File: src/shared/tpg_pkg.sv
// Shared constants and types for the gated-mode PWM/capture timer.
package tpg_pkg;
  // Register byte offsets on the AXI4-Lite slave
  localparam logic [7:0] CTRL_OFS = 8'h00;
  localparam logic [7:0] CNT_HI_OFS = 8'h04;
  localparam logic [7:0] CNT_LO_OFS = 8'h08;
  localparam logic [7:0] RLD_HI_OFS = 8'h0C;
  localparam logic [7:0] RLD_LO_OFS = 8'h10;
  localparam logic [7:0] PWM_HI_OFS = 8'h14;
  localparam logic [7:0] PWM_LO_OFS = 8'h18;
  // Control register field positions
  localparam int CTRL_EN_BIT = 0;
  localparam int CTRL_MODE_LSB = 1;
  localparam int CTRL_PRE_LSB = 4;
  localparam int CTRL_POL_BIT = 7;
  localparam int CTRL_RUN_BIT = 8;
  // Mode encodings held in the control register
  localparam logic [2:0] MODE_PWM = 3'h0;
  localparam logic [2:0] MODE_CAPTURE = 3'h1;
  localparam logic [2:0] MODE_COMPARE = 3'h2;
  localparam logic [2:0] MODE_GATED = 3'h3;
  localparam logic [2:0] MODE_CAPCMP = 3'h4;
  // Counter values and reset values
  localparam logic [15:0] CNT_RESTART = 16'h0001;
  localparam logic [15:0] CNT_RST = 16'h0000;
  localparam logic [15:0] CNT_TOP = 16'hFFFF;
  localparam logic [15:0] CNT_WRAP = 16'h0000;
  localparam logic [15:0] RLD_RST = 16'hFFFF;
  localparam logic [15:0] PWM_RST = 16'h0000;
  localparam logic [2:0] PRE_RST = 3'h0;
  localparam logic [2:0] MODE_RST = 3'h0;
  // AXI responses
  localparam logic [1:0] RESP_OKAY = 2'h0;
  localparam logic [1:0] RESP_SLVERR = 2'h2;
  // Counter run state
  typedef enum logic [2:0] {
    ST_OFF = 3'h1,
    ST_WAIT = 3'h2,
    ST_RUN = 3'h4
  } tpg_st_t;
  // Whole state of the timer in one register
  typedef struct packed {
    logic en;
    logic [2:0] mode;
    logic [2:0] pre_exp;
    logic pol;
    tpg_st_t st;
    logic [15:0] cnt;
    logic [15:0] reload;
    logic [7:0] reload_hold;
    logic [15:0] pwm;
    logic [7:0] read_hold;
    logic [6:0] presc;
    logic out;
    logic irq;
    logic in_s1;
    logic in_s2;
    logic in_d;
    logic awready;
    logic wready;
    logic bvalid;
    logic [1:0] bresp;
    logic arready;
    logic rvalid;
    logic [31:0] rdata;
    logic [1:0] rresp;
  } tpg_state_t;
endpackage

File: src/hdl/tpg_timer.sv
// Gated-mode PWM/capture/compare timer with an AXI4-Lite register slave.
//
// Local design decisions: the register addresses and the AXI4-Lite slave port.
`timescale 1ns/1ns
module tpg_timer
  import tpg_pkg::*;
#(
  parameter int ADDR_W = 8
) (
  input wire logic aclk,
  input wire logic aresetn,
  input wire logic [ADDR_W-1:0] s_axi_awaddr,
  input wire logic s_axi_awvalid,
  output logic s_axi_awready,
  input wire logic [31:0] s_axi_wdata,
  input wire logic [3:0] s_axi_wstrb,
  input wire logic s_axi_wvalid,
  output logic s_axi_wready,
  output logic [1:0] s_axi_bresp,
  output logic s_axi_bvalid,
  input wire logic s_axi_bready,
  input wire logic [ADDR_W-1:0] s_axi_araddr,
  input wire logic s_axi_arvalid,
  output logic s_axi_arready,
  output logic [31:0] s_axi_rdata,
  output logic [1:0] s_axi_rresp,
  output logic s_axi_rvalid,
  input wire logic s_axi_rready,
  input wire logic timer_in,
  output logic timer_out,
  output logic timer_irq
);

  tpg_state_t s;
  tpg_state_t next_s;
  logic wr_fire;
  logic rd_fire;
  logic wr_hit;
  logic rd_hit;
  logic [7:0] wr_ofs;
  logic [7:0] rd_ofs;
  logic [7:0] wbyte;
  logic [6:0] presc_lim;
  logic active;
  logic sel_edge;
  logic gate_drop;
  logic count_ok;
  logic tick;
  logic [31:0] rd_data;

  //////////////////////////////////////////////////////////////////////////////
  // Decode and input conditioning

  // Handshakes complete while our ready flop is high and the master still holds valid
  assign wr_fire = s.awready && s_axi_awvalid && s_axi_wvalid;
  assign rd_fire = s.arready && s_axi_arvalid;
  assign wr_ofs = 8'(s_axi_awaddr);
  assign rd_ofs = 8'(s_axi_araddr);
  assign wbyte = s_axi_wdata[7:0];
  assign wr_hit = (wr_ofs <= PWM_LO_OFS) && (wr_ofs[1:0] == 2'h0);
  assign rd_hit = (rd_ofs <= PWM_LO_OFS) && (rd_ofs[1:0] == 2'h0);

  // Only the second sync stage and its delayed copy feed the edge logic
  assign active = (s.in_s2 == s.pol);
  assign sel_edge = (s.in_s2 != s.in_d) && active;
  assign gate_drop = (s.in_d == s.pol) && !active;

  // Divide-by 2^n prescaler; gated mode also freezes it while the gate is off
  assign presc_lim = 7'((8'h01 << s.pre_exp) - 8'h01);
  assign count_ok = (s.mode != MODE_GATED) || active;
  assign tick = (s.st == ST_RUN) && count_ok && (s.presc == presc_lim);

  //////////////////////////////////////////////////////////////////////////////
  // Read data mux

  // Count low returns the latched byte only while enabled
  always_comb begin
    rd_data = 32'h0000_0000;
    case (rd_ofs)
      CTRL_OFS: begin
        rd_data[CTRL_EN_BIT] = s.en;
        rd_data[CTRL_MODE_LSB +: 3] = s.mode;
        rd_data[CTRL_PRE_LSB +: 3] = s.pre_exp;
        rd_data[CTRL_POL_BIT] = s.pol;
        rd_data[CTRL_RUN_BIT] = (s.st == ST_RUN);
      end
      CNT_HI_OFS: rd_data[7:0] = s.cnt[15:8];
      CNT_LO_OFS: rd_data[7:0] = s.en ? s.read_hold : s.cnt[7:0];
      RLD_HI_OFS: rd_data[7:0] = s.reload[15:8];
      RLD_LO_OFS: rd_data[7:0] = s.reload[7:0];
      PWM_HI_OFS: rd_data[7:0] = s.pwm[15:8];
      PWM_LO_OFS: rd_data[7:0] = s.pwm[7:0];
      default: rd_data = 32'h0000_0000;
    endcase
  end

  //////////////////////////////////////////////////////////////////////////////
  // Next state

  always_comb begin
    next_s = s;
    next_s.irq = 1'b0; // Events never stretch beyond one cycle
    next_s.in_s1 = timer_in;
    next_s.in_s2 = s.in_s1;
    next_s.in_d = s.in_s2;

    // Write channel: take address and data together, answer one cycle later
    next_s.awready = 1'b0;
    next_s.wready = 1'b0;
    if (!s.bvalid && !s.awready && s_axi_awvalid && s_axi_wvalid) begin
      next_s.awready = 1'b1;
      next_s.wready = 1'b1;
    end
    if (wr_fire) begin
      next_s.bvalid = 1'b1;
      next_s.bresp = wr_hit ? RESP_OKAY : RESP_SLVERR;
    end else if (s.bvalid && s_axi_bready) begin
      next_s.bvalid = 1'b0;
    end

    // Read channel: data registered at the address handshake
    next_s.arready = 1'b0;
    if (!s.rvalid && !s.arready && s_axi_arvalid) begin
      next_s.arready = 1'b1;
    end
    if (rd_fire) begin
      next_s.rvalid = 1'b1;
      next_s.rdata = rd_data;
      next_s.rresp = rd_hit ? RESP_OKAY : RESP_SLVERR;
      // Latch only touches the holding byte, never the counter
      if (rd_ofs == CNT_HI_OFS && s.en) begin
        next_s.read_hold = s.cnt[7:0];
      end
    end else if (s.rvalid && s_axi_rready) begin
      next_s.rvalid = 1'b0;
    end

    // Run state; capture/compare waits for its first edge
    case (s.st)
      ST_OFF: begin
        if (s.en) begin
          next_s.st = (s.mode == MODE_CAPCMP) ? ST_WAIT : ST_RUN;
        end
      end
      ST_WAIT: begin
        if (sel_edge) begin
          next_s.st = ST_RUN; // No interrupt on the starting edge
        end
      end
      ST_RUN: next_s.st = ST_RUN;
      default: next_s.st = ST_OFF;
    endcase
    if (!s.en) begin
      next_s.st = ST_OFF;
    end

    // Prescaler
    if (s.st != ST_RUN) begin
      next_s.presc = 7'h00;
    end else if (count_ok) begin
      next_s.presc = tick ? 7'h00 : 7'(s.presc + 7'h01);
    end

    // Idle output sits at the polarity level so the first period starts right
    if (!s.en) begin
      next_s.out = s.pol;
    end else if (s.st == ST_RUN) begin
      case (s.mode)
        MODE_PWM: begin
          if (tick) begin
            if (s.cnt == s.reload) begin
              next_s.cnt = CNT_RESTART; // Start count only mattered once
              next_s.irq = 1'b1;
              next_s.out = s.pol;
            end else begin
              next_s.cnt = 16'(s.cnt + 16'h0001);
              if (s.cnt == s.pwm) begin
                next_s.out = !s.pol;
              end
            end
          end
        end
        MODE_CAPTURE: begin
          if (sel_edge) begin
            next_s.pwm = s.cnt;
            next_s.irq = 1'b1;
          end
          if (tick) begin
            if (s.cnt == s.reload) begin
              next_s.irq = 1'b1;
            end
            next_s.cnt = 16'(s.cnt + 16'h0001);
          end
        end
        MODE_COMPARE: begin
          if (tick) begin
            if (s.cnt == s.reload) begin
              next_s.irq = 1'b1;
              next_s.out = !s.out;
            end
            // Natural 16-bit rollover gives the FFFFH to 0000H wrap
            next_s.cnt = 16'(s.cnt + 16'h0001);
          end
        end
        MODE_GATED: begin
          if (gate_drop) begin
            next_s.irq = 1'b1;
          end
          if (tick) begin
            if (s.cnt == s.reload) begin
              next_s.cnt = CNT_RESTART;
              next_s.irq = 1'b1;
              next_s.out = !s.out;
            end else begin
              next_s.cnt = 16'(s.cnt + 16'h0001);
            end
          end
        end
        MODE_CAPCMP: begin
          // An edge wins over a compare hit in the same cycle
          if (sel_edge) begin
            next_s.pwm = s.cnt;
            next_s.cnt = CNT_RESTART;
            next_s.irq = 1'b1;
          end else if (tick) begin
            if (s.cnt == s.reload) begin
              next_s.cnt = CNT_RESTART;
              next_s.irq = 1'b1;
            end else begin
              next_s.cnt = 16'(s.cnt + 16'h0001);
            end
          end
        end
        default: next_s.cnt = s.cnt;
      endcase
    end

    // Register writes; a byte written mid-count lands on the next edge
    // A byte register whose lane-0 strobe is low keeps its value, as the bus expects
    if (wr_fire && (s_axi_wstrb[0] || wr_ofs == CTRL_OFS)) begin
      case (wr_ofs)
        CTRL_OFS: begin
          next_s.en = s_axi_wdata[CTRL_EN_BIT];
          next_s.mode = s_axi_wdata[CTRL_MODE_LSB +: 3];
          next_s.pre_exp = s_axi_wdata[CTRL_PRE_LSB +: 3];
          next_s.pol = s_axi_wdata[CTRL_POL_BIT];
        end
        CNT_HI_OFS: next_s.cnt[15:8] = wbyte;
        CNT_LO_OFS: next_s.cnt[7:0] = wbyte;
        RLD_HI_OFS: next_s.reload_hold = wbyte;
        // Both reload bytes change together so a period is never half-updated
        RLD_LO_OFS: next_s.reload = {s.reload_hold, wbyte};
        PWM_HI_OFS: next_s.pwm[15:8] = wbyte;
        PWM_LO_OFS: next_s.pwm[7:0] = wbyte;
        default: next_s.en = s.en;
      endcase
    end
  end

  //////////////////////////////////////////////////////////////////////////////
  // State register

  always_ff @(posedge aclk) begin
    if (!aresetn) begin
      s <= '0;
      s.st <= ST_OFF;
      s.mode <= MODE_RST;
      s.pre_exp <= PRE_RST;
      s.cnt <= CNT_RST;
      s.reload <= RLD_RST;
      s.reload_hold <= RLD_RST[15:8];
      s.pwm <= PWM_RST;
      s.bresp <= RESP_OKAY;
      s.rresp <= RESP_OKAY;
    end else begin
      s <= next_s;
    end
  end

  assign s_axi_awready = s.awready;
  assign s_axi_wready = s.wready;
  assign s_axi_bvalid = s.bvalid;
  assign s_axi_bresp = s.bresp;
  assign s_axi_arready = s.arready;
  assign s_axi_rvalid = s.rvalid;
  assign s_axi_rdata = s.rdata;
  assign s_axi_rresp = s.rresp;
  assign timer_out = s.out;
  assign timer_irq = s.irq;

  //////////////////////////////////////////////////////////////////////////////
  // Checks

  a_pwm_restart: assert property (@(posedge aclk) disable iff (!aresetn)
    s.en && s.mode == MODE_PWM && tick && s.cnt == s.reload && !wr_fire
    |=> s.cnt == CNT_RESTART && timer_irq && timer_out == s.pol)
    else $error("pwm restart wrong");

  a_pwm_match_out: assert property (@(posedge aclk) disable iff (!aresetn)
    s.en && s.mode == MODE_PWM && tick && s.cnt == s.pwm && s.cnt != s.reload && !wr_fire
    |=> timer_out == !$past(s.pol) && !timer_irq)
    else $error("pwm match output wrong");

  a_cap_store: assert property (@(posedge aclk) disable iff (!aresetn)
    s.en && s.st == ST_RUN && s.mode == MODE_CAPTURE && sel_edge && !wr_fire
    |=> s.pwm == $past(s.cnt) && timer_irq)
    else $error("capture not stored");

  a_cap_reload: assert property (@(posedge aclk) disable iff (!aresetn)
    s.en && s.mode == MODE_CAPTURE && tick && s.cnt == s.reload && !wr_fire
    |=> timer_irq && s.cnt == 16'($past(s.cnt) + 16'h0001))
    else $error("capture reload wrong");

  a_cmp_wrap: assert property (@(posedge aclk) disable iff (!aresetn)
    s.en && s.mode == MODE_COMPARE && tick && s.cnt == CNT_TOP && !wr_fire
    |=> s.cnt == CNT_WRAP)
    else $error("compare wrap wrong");

  a_gate_hold: assert property (@(posedge aclk) disable iff (!aresetn)
    s.en && s.mode == MODE_GATED && !active && !wr_fire
    |=> $stable(s.cnt))
    else $error("gated count moved");

  a_gate_drop: assert property (@(posedge aclk) disable iff (!aresetn)
    s.en && s.st == ST_RUN && s.mode == MODE_GATED && gate_drop && !wr_fire
    |=> timer_irq ##1 !timer_irq)
    else $error("gate drop irq missing");

  a_cc_first: assert property (@(posedge aclk) disable iff (!aresetn)
    s.en && s.st == ST_WAIT && sel_edge && !wr_fire
    |=> !timer_irq && s.st == ST_RUN && $stable(s.cnt))
    else $error("first edge mishandled");

  a_cc_capture: assert property (@(posedge aclk) disable iff (!aresetn)
    s.en && s.st == ST_RUN && s.mode == MODE_CAPCMP && sel_edge && !wr_fire
    |=> s.cnt == CNT_RESTART && s.pwm == $past(s.cnt) && timer_irq)
    else $error("capcmp capture wrong");

  a_read_latch: assert property (@(posedge aclk) disable iff (!aresetn)
    rd_fire && rd_ofs == CNT_HI_OFS && s.en
    |=> s.read_hold == $past(s.cnt[7:0]))
    else $error("count low not latched");

  a_presc_gap: assert property (@(posedge aclk) disable iff (!aresetn)
    tick && s.mode != MODE_GATED && s.pre_exp == 3'h1 && !wr_fire
    |=> !tick ##1 (tick || !s.en || s.st != ST_RUN || $changed(s.pre_exp)))
    else $error("prescale spacing wrong");

endmodule

File: config.mk
export PLATFORM = sky130hd
export DESIGN_NAME = tpg_timer
export DESIGN_NICKNAME = d
export VERILOG_FILES = /design/src/shared/tpg_pkg.sv /design/src/hdl/tpg_timer.sv
export SDC_FILE = /design/constraint.sdc
export NUM_CORES = 1
export LEC_CHECK = 0
export ABC_AREA = 1
export BUFFER_PORTS_ARGS = -buffer_cell sky130_fd_sc_hd__buf_4
export CORE_AREA = 2 2 102 113
export CTS_CLUSTER_SIZE = 20
export DETAILED_ROUTE_END_ITERATION = 6
export DIE_AREA = 0 0 104 115
export MAX_ROUTING_LAYER = met4
export PLACE_DENSITY = 0.81
export SKIP_CTS_REPAIR_TIMING = 1
export SLEW_MARGIN = 20
export SYNTH_ARGS = -nofsm -noshare
export SYNTH_HDL_FRONTEND = slang
export SYNTH_SLANG_ARGS = --single-unit
File: constraint.sdc
create_clock -name aclk -period 3.77 [get_ports aclk]
set_clock_uncertainty 0.15 [all_clocks]
set_input_delay 0.754 -clock aclk [delete_from_list [all_inputs] [get_ports aclk]]
set_output_delay 0.754 -clock aclk [all_outputs]
set_load 0.02 [all_outputs]
==> impl_metrics.env <==
export IMPL_arrival_ns=3.19
export IMPL_max_cap_violations=0
export IMPL_setup_viol=0
export IMPL_fin_nets=1045
export IMPL_final_cells=1134
export IMPL_clk_path_buf_depth=2
export IMPL_antenna_cells=0
export IMPL_clk_latency_ns=0.36
export IMPL_holdCritPathClass="register to register"
export IMPL_crit_reg2reg_launch="s[122]"
export IMPL_ys_types=48
export IMPL_gp_congestion=1.01
export IMPL_start_kind="register"
export IMPL_syn_to_final_growth_pct=7.08
export IMPL_relSlewSlack_pct=57.0
export IMPL_hold_depth=2
export IMPL_power_clock_fraction_pct=44.8
export IMPL_drc=0
export IMPL_tightest_slew_ns=0.645
export IMPL_cts_sinks=102
export IMPL_rr_worst_depth=18
export IMPL_wl_um=18100
export IMPL_design_die_area_um2=12000
export IMPL_power_density_nw_per_um2=312
export IMPL_cts_root_buf="clkbuf_16"
export IMPL_worst_ep_required_time_ns=3.88
export IMPL_die_y_um=115
export IMPL_ys_ff_latch=102
export IMPL_finish_utilization_pct=64.9
export IMPL_crit_type="register to register"
export IMPL_final_cell_area_um2=7020
export IMPL_fin_crit_sh_pct=81.9
export IMPL_crit_start="s[122]"
export IMPL_grt_usage_pct=31.7
export IMPL_antenna_found_initial=0
export IMPL_dpl_cell_area_um2=6710
export IMPL_run_status="finished, final reports clean"
export IMPL_dp_cells=1118
export IMPL_synth_async_sr_flop_share_pct=0
export IMPL_fin_crit_ns=3.09
export IMPL_rsz0062_at_grt="false"
export IMPL_vias=6426
export IMPL_path_clk_slew_ns=0.07
export IMPL_grt_pass1_wl_um=28800
export IMPL_coreArea_um2=10800
export IMPL_synthFlopType="dfxtp_1"
export IMPL_synth_avg_cell_area_um2=6.75
export IMPL_min_from="next_s[42]"
export IMPL_numCtsBuffers=9
export IMPL_p_leak_nw=3.10
export IMPL_grt_pass1_vias=5558
export IMPL_wl_per_cell_um=16.0
export IMPL_cts_tree="done"
export IMPL_switching_share_pct=23.7
export IMPL_pin_count=103
export IMPL_drt_initial_drc_count=588
export IMPL_synth_area_um2=6550
export IMPL_grt_max_degree=62
export IMPL_place_port_buffers=50
export IMPL_finalHoldViolations=0
export IMPL_hpwl_um=13400
export IMPL_slew_violations=0
export IMPL_p_comb_share_pct=5.7
export IMPL_setup_ws_ns=0.684
export IMPL_cts_htree_levels=3
export IMPL_hold_ws_ns=0.284
export IMPL_drive_above_1_share_pct=13.7
export IMPL_ys_seq_area_share_pct=31.2
export IMPL_min_to="next_s[41]"
export IMPL_yosys_warnings=0
export IMPL_r2r_setup_slack_ns=0.68
export IMPL_drtPass1Iterations=6
export IMPL_ir_worst_vdd_mv=0.241
export IMPL_max_freq_ghz=0.324
export IMPL_p_seq_share_pct=49.5
export IMPL_rows=40
export IMPL_overflow=0
export IMPL_die_width_um=104
export IMPL_initial_core_util_pct=60.6
export IMPL_r2r_end="s[112]"
export IMPL_total_power_mw=2.19
export IMPL_vias_per_cell=5.67
export IMPL_ant_nets=0
export IMPL_post_place_ws_ns=0.809
export IMPL_intPower_mw=1.67
export IMPL_setup_tns_ns=0
export IMPL_synth_edf_count=0
export IMPL_power_switching_uw=520
export IMPL_cp_max_fo=12
export IMPL_crit_path_end_kind="register"
export IMPL_syn_inst=971
## state kept, by name (all words and copies together), names as in the netlist
register,count
s_axi_awready,1
timer_out,1
next_s,2
s_axi_rdata,9
s_axi_bresp,1
s,83
s_axi_bvalid,1
timer_irq,1
s_axi_rresp,1
s_axi_rvalid,1
s_axi_arready,1
## final cells by class
cell class,count,area [um^2]
Inverter,104,393
Sequential cell,102,2040
Clock buffer,13,260
Tap cell,147,184
Multi-Input combinational cell,709,3670
Fill cell,1015,3790
Clock inverter,3,42.5
Timing Repair Buffer,56,420
## layout by cell type, fill, tap and decap left out, drive strengths merged, types with 2 or more instances in the layout
cell type  Yosys  final
clkbuf        15     13
nor3          19     19
nor2          91     91
xnor2         16     16
nand3b         3      3
o22ai          8      8
or2            4      4
buf           65     56
o21ai         86     86
o2bb2ai        3      3
o211ai        15     15
nand2        234    234
dfxtp        102    102
ha             3      3
nor4           2      2
inv           99     99
clkinv         5      6
a211oi        11     11
conb           1     25
xor2          14     14
a21oi         86     86
nand4         30     30
o2111ai        3      3
nand3         50     50
## logic make-up after synthesis
group,count (synthesis),synth area share [%]
simple gates,434,30.8
compound gates,217,19.3
buf+inv,184,14.1
flops,102,31.2
xor+xnor,30,4.01
fa+ha+maj,3,0.573
other cells,1,0.0572
## power groups by stage
| stage | combinational, mW | sequential (mW) | clock, mW |
|---|---|---|---|
| global placement | 0.122 | 1.11 | 0 |
| global route | 0.135 | 1.08 | 1.02 |
| CTS | 0.123 | 1.08 | 0.979 |
| detailed placement | 0.122 | 1.11 | 0 |
| floorplan | 0.0906 | 1.11 | 0 |
| finish | 0.126 | 1.08 | 0.981 |
## worst max-delay path by stage
stage               endpoint  slack, ns  cells after the start
floorplan             s[109]       1.51                     10
global placement      s[112]       0.80                     18
detailed placement    s[112]       0.81                     18
CTS                   s[112]       0.76                     18
global route          s[112]       0.43                     18
finish                s[112]       0.68                     18
## metal layers
metal / global-route usage, % / wire length [um] / vias to the layer above
li1: - / - / 3169
met1: 39.0 / 7480 / 2889
met2: 50.0 / 8350 / 305
met3: 3.97 / 1340 / 63
met4: 19.5 / 969 / 0
met5: - / 0 / -
## synthesized netlist by cell type, types with 4 or more instances
library cell  number  area (um^2)
nor2_1            74          278
dfxtp_1          102         2040
nor2_4             8         90.1
o211ai_1          15          113
nand2_2            9         56.3
buf_4             44          330
o21ai_2           16          140
buf_2             15         75.1
inv_2              8         30.0
nand4_1           29          181
o21ai_0           54          270
inv_1             90          338
a211oi_1          11         82.6
xnor2_1           16          140
nand2_4            4         45.0
a21oi_1           86          430
xor2_1            14          123
clkinv_1           5         18.8
o21ai_1           16         80.1
nand2_1          221          830
buf_6              6         67.6
o22ai_1            8         50.1
clkbuf_1          12         45.0
nand3_1           49          245
nor2_2             8         50.1
nor3_1            15         75.1
## worst max-delay path: stages (launching register included)
cell and delay (ns):
dfxtp_1 0.55, inv_1 0.19, nand3_1 0.13, ha_1 0.31, inv_1 0.11, nand2_1 0.07, nand2_1 0.05, nand2_1 0.09
nand2_1 0.06, nor2_1 0.12, nand2_1 0.07, nor2_2 0.22, nand3_1 0.10, nand2_1 0.11, nand2_1 0.30, nand3_1 0.19
nand2_1 0.06, nand2_1 0.06, nor2_1 0.05
(Power assumes the default switching activity.)
